==> src/hw/pdec_pkg.sv <==
// shared constants for the debug event qualification and control block
// assumes the core numbers register bits msb-first; here bit 31 is the msb and the
// constants already hold the mirrored lsb-0 positions
package pdec_pkg;
	// register select codes on the special-register and jtag access ports
	localparam logic [3:0] REG_CTRL_MAIN = 4'h0;
	localparam logic [3:0] REG_INSTR_CFG = 4'h1;
	localparam logic [3:0] REG_DATA_CFG  = 4'h2;
	localparam logic [3:0] REG_STATUS    = 4'h3;
	localparam logic [3:0] REG_IAC_BASE  = 4'h4;
	localparam logic [3:0] REG_DAC_BASE  = 4'h8;
	localparam int         IAC_NUM       = 4;
	localparam int         DAC_NUM       = 2;
	// debug_control_main fields
	localparam int CM_EXT   = 31;
	localparam int CM_INT   = 30;
	localparam int CM_RST_H = 29;
	localparam int CM_RST_L = 28;
	localparam int CM_FT    = 0;
	localparam logic [31:0] CM_WR_MASK  = 32'hcfff_8001;
	localparam logic [31:0] CM_RESET    = 32'h0000_0000;
	// debug_status_reg fields; event bits share positions with their enables
	localparam int ST_IDE   = 31;
	localparam int ST_UDE   = 30;
	localparam int ST_CMP   = 27;
	localparam int ST_BRT   = 26;
	localparam int ST_INTERRUPT_EVENT  = 25;
	localparam int ST_TRAP  = 24;
	localparam int ST_IAC1  = 23;
	localparam int ST_DAC1R = 19;
	localparam int ST_DAC1W = 18;
	localparam int ST_DAC2R = 17;
	localparam int ST_DAC2W = 16;
	localparam int ST_RET   = 15;
	localparam int ST_ATS12 = 1;
	localparam int ST_ATS34 = 0;
	localparam logic [31:0] ST_EVENT_MASK = 32'h4fff_8000;
	localparam logic [31:0] EV_ENABLE_MASK = 32'h0fff_8000;
	localparam logic [31:0] ST_RESET      = 32'h0000_0000;
	// instr_compare_config: two 16-bit pair slices, pair 1/2 in the upper half
	localparam logic [31:0] IC_WR_MASK = 32'hffc1_ffc1;
	localparam logic [31:0] IC_RESET   = 32'h0000_0000;
	localparam int PAIR_US1 = 14;
	localparam int PAIR_ER1 = 12;
	localparam int PAIR_US2 = 10;
	localparam int PAIR_ER2 = 8;
	localparam int PAIR_MODE = 6;
	localparam int PAIR_AT  = 0;
	// data_compare_config: only the upper 16 bits steer this block
	localparam logic [31:0] DC_WR_MASK = 32'hffef_0f0f;
	localparam logic [31:0] DC_RESET   = 32'h0000_0000;
	localparam logic [31:0] IAC_WR_MASK = 32'hffff_fffc;
	// compare pair modes
	localparam logic [1:0] MODE_EXACT = 2'h0;
	localparam logic [1:0] MODE_MASK  = 2'h1;
	localparam logic [1:0] MODE_INCL  = 2'h2;
	localparam logic [1:0] MODE_EXCL  = 2'h3;
	// reset request codes
	localparam logic [1:0] RST_NONE = 2'h0;

	typedef enum logic [1:0] {RET_RFI = 2'h0, RET_RFCI = 2'h1, RET_RFMCI = 2'h2} pdec_ret_type;
	typedef enum logic [1:0] {ST_RUN = 2'b01, ST_STOP = 2'b10} pdec_run_type;

	// privilege/space qualifier: 00 any, 10 needs 0, 11 needs 1, 01 never
	function automatic logic pdec_sel_ok(input logic [1:0] sel, input logic bit_v);
		case (sel)
			2'h0:    return 1'b1;
			2'h2:    return !bit_v;
			2'h3:    return bit_v;
			default: return 1'b0;
		endcase
	endfunction
endpackage

==> src/hw/pdec_completion_event_pair.sv <==
// one instruction address compare pair: qualifiers, exact or range compare
// assumes cfg is the 16-bit pair slice and addresses are byte addresses
module pdec_completion_event_pair
	import pdec_pkg::*;
(
	input  wire logic [15:0] cfg,
	input  wire logic        reversed,
	input  wire logic [31:0] cmp_lo,
	input  wire logic [31:0] cmp_hi,
	input  wire logic [31:0] addr,
	input  wire logic        problem_state_bit,
	input  wire logic        instr_space_bit,
	output logic             hit_lo,
	output logic             hit_hi,
	output logic             range_mode
);
	logic [1:0] mode;
	logic       q_lo;
	logic       q_hi;
	logic       in_range;

	// auto-toggle reverses inclusive and exclusive, exact is untouched
	assign mode = cfg[PAIR_MODE+:2] ^ {1'b0, reversed & cfg[PAIR_MODE+1]};
	assign range_mode = mode[1];
	assign q_lo = pdec_sel_ok(cfg[PAIR_US1+:2], problem_state_bit)
		& pdec_sel_ok(cfg[PAIR_ER1+:2], instr_space_bit);
	assign q_hi = pdec_sel_ok(cfg[PAIR_US2+:2], problem_state_bit)
		& pdec_sel_ok(cfg[PAIR_ER2+:2], instr_space_bit);
	// word compare only: the two low address bits never take part
	assign in_range = (addr[31:2] >= cmp_lo[31:2]) && (addr[31:2] < cmp_hi[31:2]);

	always_comb
	begin
		hit_lo = 1'b0;
		hit_hi = 1'b0;
		case (mode)
			MODE_EXACT:
			begin
				hit_lo = q_lo && (addr[31:2] == cmp_lo[31:2]);
				hit_hi = q_hi && (addr[31:2] == cmp_hi[31:2]);
			end
			MODE_INCL: hit_lo = q_lo && in_range;
			MODE_EXCL: hit_lo = q_lo && !in_range;
			default:   hit_lo = 1'b0;
		endcase
	end
endmodule // pdec_completion_event_pair

==> src/hw/pdec_dcmp_pair.sv <==
// data address compare pair: qualifiers, exact, bit-mask or range compare
// assumes cfg is the upper 16 bits of data_compare_config
module pdec_dcmp_pair
	import pdec_pkg::*;
(
	input  wire logic [15:0] cfg,
	input  wire logic [31:0] cmp_lo,
	input  wire logic [31:0] cmp_hi,
	input  wire logic [31:0] addr,
	input  wire logic        problem_state_bit,
	input  wire logic        data_space_bit,
	output logic             hit_lo,
	output logic             hit_hi
);
	logic q_lo;
	logic q_hi;
	logic in_range;

	assign q_lo = pdec_sel_ok(cfg[PAIR_US1+:2], problem_state_bit)
		& pdec_sel_ok(cfg[PAIR_ER1+:2], data_space_bit);
	assign q_hi = pdec_sel_ok(cfg[PAIR_US2+:2], problem_state_bit)
		& pdec_sel_ok(cfg[PAIR_ER2+:2], data_space_bit);
	assign in_range = (addr >= cmp_lo) && (addr < cmp_hi);

	always_comb
	begin
		hit_lo = 1'b0;
		hit_hi = 1'b0;
		case (cfg[PAIR_MODE+:2])
			MODE_EXACT:
			begin
				hit_lo = q_lo && (addr == cmp_lo);
				hit_hi = q_hi && (addr == cmp_hi);
			end
			MODE_MASK: hit_lo = q_lo && (((addr ^ cmp_lo) & cmp_hi) == 32'h0000_0000);
			MODE_INCL: hit_lo = q_lo && in_range;
			MODE_EXCL: hit_lo = q_lo && !in_range;
			default:   hit_lo = 1'b0;
		endcase
	end
endmodule // pdec_dcmp_pair

==> src/hw/pdec_event_ctrl.sv <==
// debug event qualification and control: control/status registers, event gating
// by debug mode, stop state, debug interrupt, timer freeze and reset requests
// assumes pipeline event inputs are one-cycle pulses synchronous to core_clk
module pdec_event_ctrl
	import pdec_pkg::*;
(
	input  wire logic        core_clk,
	input  wire logic        resetn,
	// special-register move port from the core
	input  wire logic        spr_wr,
	input  wire logic        spr_rd,
	input  wire logic [3:0]  spr_sel,
	input  wire logic [31:0] spr_wdata,
	output logic      [31:0] spr_rdata_r,
	// jtag debug port
	input  wire logic        jtag_wr,
	input  wire logic        jtag_rd,
	input  wire logic [3:0]  jtag_sel,
	input  wire logic [31:0] jtag_wdata,
	output logic      [31:0] jtag_rdata_r,
	input  wire logic        jtag_ude_req,
	input  wire logic        jtag_resume,
	input  wire logic        wait_mode_enable,
	// machine state
	input  wire logic        debug_interrupt_enable,
	input  wire logic        problem_state_bit,
	input  wire logic        instr_space_bit,
	input  wire logic        data_space_bit,
	// pipeline events
	input  wire logic        instr_complete,
	input  wire logic [31:0] instr_addr,
	input  wire logic [31:0] next_pc,
	input  wire logic        branch_taken,
	input  wire logic        irq_taken,
	input  wire logic        irq_critical,
	input  wire logic        trap_exec,
	input  wire logic        return_exec,
	input  wire logic [1:0]  return_kind,
	input  wire logic        data_access,
	input  wire logic        data_write,
	input  wire logic [31:0] data_addr,
	// results
	output logic             core_stop_r,
	output logic             debug_irq_r,
	output logic      [31:0] critical_save_pc_r,
	output logic             trace_event_r,
	output logic             timer_freeze_r,
	output logic      [1:0]  reset_request_r,
	output logic      [31:0] debug_status_r
);
	pdec_run_type run_r;
	logic [31:0]  ctrl_r;
	logic [31:0]  icfg_r;
	logic [31:0]  dcfg_r;
	logic [31:0]  iac_r [IAC_NUM];
	logic [31:0]  dac_r [DAC_NUM];
	logic         de_prev_r;

	logic        wr_en;
	logic [3:0]  wr_sel;
	logic [31:0] wr_data;
	logic        ext_act;
	logic        int_only;
	logic        de_blk;
	logic [3:0]  iac_hit;
	logic [1:0]  iac_range;
	logic [1:0]  dac_hit;
	logic [31:0] ev_raw;
	logic [31:0] ev_hit;
	logic        ude_ev;
	logic        any_ev;
	logic        stop_ev;
	logic        irq_now;
	logic        irq_late;
	logic        imprecise_ev;
	logic [1:0]  ats_flip;
	logic [31:0] stat_nxt;

	// jtag wins a same-cycle write; both ports reach every register
	assign wr_en   = spr_wr | jtag_wr;
	assign wr_sel  = jtag_wr ? jtag_sel : spr_sel;
	assign wr_data = jtag_wr ? jtag_wdata : spr_wdata;

	assign ext_act  = ctrl_r[CM_EXT] | wait_mode_enable;
	assign int_only = ctrl_r[CM_INT] & !ext_act;
	assign de_blk   = int_only & !debug_interrupt_enable;

	pdec_completion_event_pair u_iac12 (
		.cfg               (icfg_r[31:16]),
		.reversed          (debug_status_r[ST_ATS12]),
		.cmp_lo            (iac_r[0]),
		.cmp_hi            (iac_r[1]),
		.addr              (instr_addr),
		.problem_state_bit (problem_state_bit),
		.instr_space_bit   (instr_space_bit),
		.hit_lo            (iac_hit[0]),
		.hit_hi            (iac_hit[1]),
		.range_mode        (iac_range[0])
	);

	pdec_completion_event_pair u_iac34 (
		.cfg               (icfg_r[15:0]),
		.reversed          (debug_status_r[ST_ATS34]),
		.cmp_lo            (iac_r[2]),
		.cmp_hi            (iac_r[3]),
		.addr              (instr_addr),
		.problem_state_bit (problem_state_bit),
		.instr_space_bit   (instr_space_bit),
		.hit_lo            (iac_hit[2]),
		.hit_hi            (iac_hit[3]),
		.range_mode        (iac_range[1])
	);

	pdec_dcmp_pair u_dac12 (
		.cfg               (dcfg_r[31:16]),
		.cmp_lo            (dac_r[0]),
		.cmp_hi            (dac_r[1]),
		.addr              (data_addr),
		.problem_state_bit (problem_state_bit),
		.data_space_bit    (data_space_bit),
		.hit_lo            (dac_hit[0]),
		.hit_hi            (dac_hit[1])
	);

	// raw occurrences, already gated by mode; ext_act lifts every gate
	always_comb
	begin
		ev_raw = 32'h0000_0000;
		ev_raw[ST_CMP]  = instr_complete & !de_blk;
		ev_raw[ST_BRT]  = branch_taken & !de_blk;
		ev_raw[ST_INTERRUPT_EVENT] = irq_taken & !(int_only & irq_critical);
		ev_raw[ST_TRAP] = trap_exec;
		ev_raw[ST_IAC1]   = instr_complete & iac_hit[0] & !(de_blk & iac_range[0]);
		ev_raw[ST_IAC1-1] = instr_complete & iac_hit[1];
		ev_raw[ST_IAC1-2] = instr_complete & iac_hit[2] & !(de_blk & iac_range[1]);
		ev_raw[ST_IAC1-3] = instr_complete & iac_hit[3];
		ev_raw[ST_DAC1R] = data_access & !data_write & dac_hit[0];
		ev_raw[ST_DAC1W] = data_access & data_write & dac_hit[0];
		ev_raw[ST_DAC2R] = data_access & !data_write & dac_hit[1];
		ev_raw[ST_DAC2W] = data_access & data_write & dac_hit[1];
		ev_raw[ST_RET] = return_exec & !(de_blk & (return_kind != RET_RFI));
	end

	assign ev_hit  = ev_raw & ctrl_r & EV_ENABLE_MASK;
	assign ude_ev  = jtag_ude_req;
	assign any_ev  = ude_ev | (|ev_hit);
	assign stop_ev = any_ev & ext_act;
	assign irq_now = any_ev & int_only & debug_interrupt_enable;
	assign imprecise_ev = any_ev & de_blk;
	// a held-off event fires once the enable rises, if its flag survived
	assign irq_late = int_only & debug_interrupt_enable & !de_prev_r
		& debug_status_r[ST_IDE] & (|(debug_status_r & ST_EVENT_MASK));
	// toggle only on a range hit that was actually recorded
	assign ats_flip[0] = icfg_r[16 + PAIR_AT] & iac_range[0] & ev_hit[ST_IAC1];
	assign ats_flip[1] = icfg_r[PAIR_AT] & iac_range[1] & ev_hit[ST_IAC1-2];

	always_comb
	begin
		stat_nxt = debug_status_r;
		if (wr_en && wr_sel == REG_STATUS)
			stat_nxt = debug_status_r & ~wr_data;
		// setting after the clear lets a same-cycle event survive
		stat_nxt = stat_nxt | ev_hit;
		stat_nxt[ST_UDE] = stat_nxt[ST_UDE] | ude_ev;
		stat_nxt[ST_IDE] = stat_nxt[ST_IDE] | imprecise_ev;
		stat_nxt[ST_ATS12] = stat_nxt[ST_ATS12] ^ ats_flip[0];
		stat_nxt[ST_ATS34] = stat_nxt[ST_ATS34] ^ ats_flip[1];
	end

	always_ff @(posedge core_clk or negedge resetn)
	begin
		if (!resetn)
			debug_status_r <= ST_RESET;
		else
			debug_status_r <= stat_nxt;
	end

	// configuration registers; reserved bits are never stored and read zero
	always_ff @(posedge core_clk or negedge resetn)
	begin
		if (!resetn)
		begin
			ctrl_r <= CM_RESET;
			icfg_r <= IC_RESET;
			dcfg_r <= DC_RESET;
			for (int i = 0; i < IAC_NUM; i++)
				iac_r[i] <= 32'h0000_0000;
			for (int i = 0; i < DAC_NUM; i++)
				dac_r[i] <= 32'h0000_0000;
		end
		else if (wr_en)
		begin
			case (wr_sel)
				REG_CTRL_MAIN: ctrl_r <= wr_data & CM_WR_MASK;
				REG_INSTR_CFG: icfg_r <= wr_data & IC_WR_MASK;
				REG_DATA_CFG:  dcfg_r <= wr_data & DC_WR_MASK;
				REG_IAC_BASE, 4'h5, 4'h6, 4'h7:
					iac_r[wr_sel[1:0]] <= wr_data & IAC_WR_MASK;
				REG_DAC_BASE, 4'h9:
					dac_r[wr_sel[0]] <= wr_data;
				default: ;
			endcase
		end
	end

	// reset field is an action, not storage: one-cycle request, reads back 00
	always_ff @(posedge core_clk or negedge resetn)
	begin
		if (!resetn)
			reset_request_r <= RST_NONE;
		else if (wr_en && wr_sel == REG_CTRL_MAIN)
			reset_request_r <= wr_data[CM_RST_H:CM_RST_L];
		else
			reset_request_r <= RST_NONE;
	end

	// stop state: left only on the tool's resume, a new stop event wins
	always_ff @(posedge core_clk or negedge resetn)
	begin
		if (!resetn)
			run_r <= ST_RUN;
		else
		begin
			case (run_r)
				ST_RUN:  if (stop_ev) run_r <= ST_STOP;
				ST_STOP: if (jtag_resume && !stop_ev) run_r <= ST_RUN;
				default: run_r <= ST_RUN;
			endcase
		end
	end

	always_ff @(posedge core_clk or negedge resetn)
	begin
		if (!resetn)
			core_stop_r <= 1'b0;
		else
			core_stop_r <= (run_r == ST_STOP) ? !(jtag_resume && !stop_ev) : stop_ev;
	end

	always_ff @(posedge core_clk or negedge resetn)
	begin
		if (!resetn)
		begin
			debug_irq_r        <= 1'b0;
			critical_save_pc_r <= 32'h0000_0000;
			de_prev_r          <= 1'b0;
		end
		else
		begin
			de_prev_r   <= debug_interrupt_enable;
			debug_irq_r <= irq_now | irq_late;
			if (irq_now || irq_late)
				critical_save_pc_r <= next_pc;
		end
	end

	// trace mode: record and report, never stop or interrupt
	always_ff @(posedge core_clk or negedge resetn)
	begin
		if (!resetn)
			trace_event_r <= 1'b0;
		else
			trace_event_r <= any_ev & !ext_act & !ctrl_r[CM_INT];
	end

	always_ff @(posedge core_clk or negedge resetn)
	begin
		if (!resetn)
			timer_freeze_r <= 1'b0;
		else
			timer_freeze_r <= ctrl_r[CM_FT] & (|(debug_status_r & ST_EVENT_MASK));
	end

	function automatic logic [31:0] reg_value(input logic [3:0] sel);
		case (sel)
			REG_CTRL_MAIN: return ctrl_r;
			REG_INSTR_CFG: return icfg_r;
			REG_DATA_CFG:  return dcfg_r;
			REG_STATUS:    return debug_status_r;
			REG_IAC_BASE, 4'h5, 4'h6, 4'h7: return iac_r[sel[1:0]];
			REG_DAC_BASE, 4'h9: return dac_r[sel[0]];
			default:       return 32'h0000_0000;
		endcase
	endfunction

	always_ff @(posedge core_clk or negedge resetn)
	begin
		if (!resetn)
		begin
			spr_rdata_r  <= 32'h0000_0000;
			jtag_rdata_r <= 32'h0000_0000;
		end
		else
		begin
			if (spr_rd)
				spr_rdata_r <= reg_value(spr_sel);
			if (jtag_rd)
				jtag_rdata_r <= reg_value(jtag_sel);
		end
	end
endmodule // pdec_event_ctrl

==> config.mk <==
export PLATFORM = sky130hd
export DESIGN_NAME = pdec_event_ctrl
export DESIGN_NICKNAME = d
export VERILOG_FILES = /design/src/hw/pdec_pkg.sv /design/src/hw/pdec_completion_event_pair.sv /design/src/hw/pdec_dcmp_pair.sv /design/src/hw/pdec_event_ctrl.sv
export SDC_FILE = /design/constraint.sdc
export NUM_CORES = 1
export LEC_CHECK = 0
export ABC_AREA = 1
export BUFFER_PORTS_ARGS = -buffer_cell sky130_fd_sc_hd__buf_2
export CAP_MARGIN = 20
export CORE_UTILIZATION = 55
export DETAILED_ROUTE_END_ITERATION = 6
export PLACE_DENSITY_LB_ADDON = 0.25
export SYNTH_ARGS = -nofsm -noshare
export SYNTH_HDL_FRONTEND = slang
export SYNTH_SLANG_ARGS = --single-unit
==> constraint.sdc <==
create_clock -name core_clk -period 6 [get_ports core_clk]
set_clock_uncertainty 0.05 [all_clocks]
set_input_delay 1.2 -clock core_clk [delete_from_list [all_inputs] [get_ports core_clk]]
set_output_delay 1.2 -clock core_clk [all_outputs]
set_load 0.03 [all_outputs]
==> impl_metrics.ini <==
[status]
status = completed

[setup_path]
arrival_ps = 4570
crit_required_ps = 6420
startpoint = jtag_sel[0]
criticalPathCategory = in2reg
crit_path_max_fanout = 58
timing.rr.end = critical_save_pc_r[11]
ff2ff_path_depth = 16
cp-end-kind = register
cp-start-kind = input port
worstReg2RegStart = iac_r[29]
r2r_slack_ps = 2350
endpoint = iac_r[119]

[sta]
finalMaxSlewViolations = 0
holdWs_ps = 435
setup_tns_ps = 0
period_needed_ps = 4150
fin_crit_sh_pct = 69.2
rsz0062_at_grt = false
tightest_slew_ps = 1200
final_hold_viol_count = 0
fmax_mhz = 241
slew_headroom_pct = 20.2
setup_violations = 0
fin_ws_ps = 1850

[clock_tree]
post_cts_buffers = 0
tritoncts = done
cts_hold_buf = 0
clk_latency_ps = 590
cts.htree.levels = 2
numCtsBuffers = 45
cts-resized-gates = 0
clk_pin_slew_ps = 50
cts_sinks = 382
clockBufferDepth = 3
root_buffer = clkbuf_16

[pwr]
ir_worst_vdd_v = 0.000237
leakage_nw = 13.8
powerDensity_nw_per_um2 = 393
p_total_mw = 10.8

[synthesis]
synth.area.top_cells = dfrtp_1, nand2_1, ha_1, o21ai_0, inv_1
yosys_warnings = 0
syn_area_um2 = 23800
ys_seq_elements = 382
synth_largest_area_cell = dfrtp_1
synth_cell_types = 57
syn_nets = 3411
synth-edff-count = 0
yosysSeqAreaShare_pct = 40.2
synth_top_area_share_pct = 40.1
async_flop_share_pct = 100
avgSynthCellArea_um2 = 7.83
synthFlopType = dfrtp_1
synth_commonest_cells = nand2_1, inv_1, o21ai_0
yosysMostFrequentCell = nand2_1
postSynthCellCount = 3036

[floorplanning]
start_util_pct = 56.2
die_area_um2 = 44100
rows = 75
core_area_um2 = 42300
dieHeight_um = 210
die_x_um = 210
num_io_pins = 325

[global_route]
grt_usage_pct = 42.1
grt_pass1_wl_um = 138000
antenna_found_initial = 2
grt_overflow = 0
grt_pass1_vias = 22300
grt_max_degree = 123

[placement]
placed_cells = 3862
placed_cell_area_um2 = 26000
io_buffers = 322
pre_cts_ws_ps = 1480
globalplace.congestion = 1.04
place.detailed.hpwl_um = 70000

[route]
drt_iter0_drc = 2873
drtAntennaViolNets = 0
vias_per_cell = 6.07
route.met2.wl_um = 39400
vias = 23900
wl_met1_um = 36800
firstDrtPassIters = 6
wl_per_cell_um = 23.5
highest_layer = met4
wl_met3_um = 12700
routed_wl_um = 92700
drc = 0

[final_layout]
drive_gt1_share_pct = 16.8
insertedDiodeCount = 0
synthToLayoutAreaGrowth_pct = 15.8
final_cells = 3943
final_cell_area_um2 = 27500
fin_nets = 3709
utilization_pct = 65.1

[hold_path]
hp-class = reg2reg
holdPathStages = 2

[job]
cap_viol_max_count = 0
logic make-up after synthesis:
| group | count (synthesis) | share of synthesized area, % |
|---|---|---|
| AND/OR/NAND/NOR | 1004 | 18.2 |
| buffers and inverters | 569 | 9.32 |
| AO/OA/AOI/OAI | 852 | 20.6 |
| multiplexers | 36 | 1.65 |
| XOR/XNOR | 9 | 0.331 |
| adder cells (fa/ha/maj) | 184 | 9.68 |
| flip-flops | 382 | 40.2 |
placed cells by master (no fill, tap or decap), types with 45 or more instances in the layout:
master,synthesis,routed
inv_1,423,423
a21oi_1,188,188
nand2_1,695,695
nor2_1,125,123
ha_1,184,184
o21ai_0,421,421
dfrtp_1,381,381
buf_4,3,55
o22ai_1,60,60
nand3_1,75,75
o2111ai_1,54,54
clkbuf_16,0,45
buf_2,17,321
power by group:
part           internal [mW]  switching [mW]
sequential              3.35           0.631
clock                   1.69            1.13
combinational           1.28            2.74
sequential cells by signal, summed over array words and instances (netlist names), 16 cells and up:
name                cells
iac_r                 120
dac_r                  64
critical_save_pc_r     32
debug_status_r         32
jtag_rdata_r           32
spr_rdata_r            32
dcfg_r                 23
icfg_r                 22
ctrl_r                 16
worst min path at each step:
stage                from    endpoint
2_1_floorplan  ctrl_r[22]  ctrl_r[22]
3_3_place_gp    dac_r[54]   dac_r[54]
3_5_place_dp    dac_r[40]   dac_r[40]
4_1_cts         dac_r[59]   dac_r[59]
5_1_grt         dac_r[59]   dac_r[59]
6_report        iac_r[30]   iac_r[30]
worst max-delay path: stages:
cell and delay (ps):
buf_2 210, inv_1 130, buf_4 490, nand2_1 90
o21ai_1 200, inv_1 130, nor2_1 100, inv_1 70
nor2_2 910, inv_1 670, o21ai_0 340
cell type report:
type / count / area, µm²
Clock buffer: 64 / 1320
Clock inverter: 15 / 190
Fill cell: 3749 / 14800
Inverter: 441 / 1660
Multi-Input combinational cell: 2085 / 12000
Sequential cell: 382 / 9560
Tap cell: 577 / 722
Timing Repair Buffer: 379 / 2070
metal layers:
layer	vias up	track usage, %
li1	10800	-
met1	11300	57.6
met2	1518	61.2
met3	241	14.5
met4	0	16.1
met5	-	0
(Power assumes the default switching activity.)
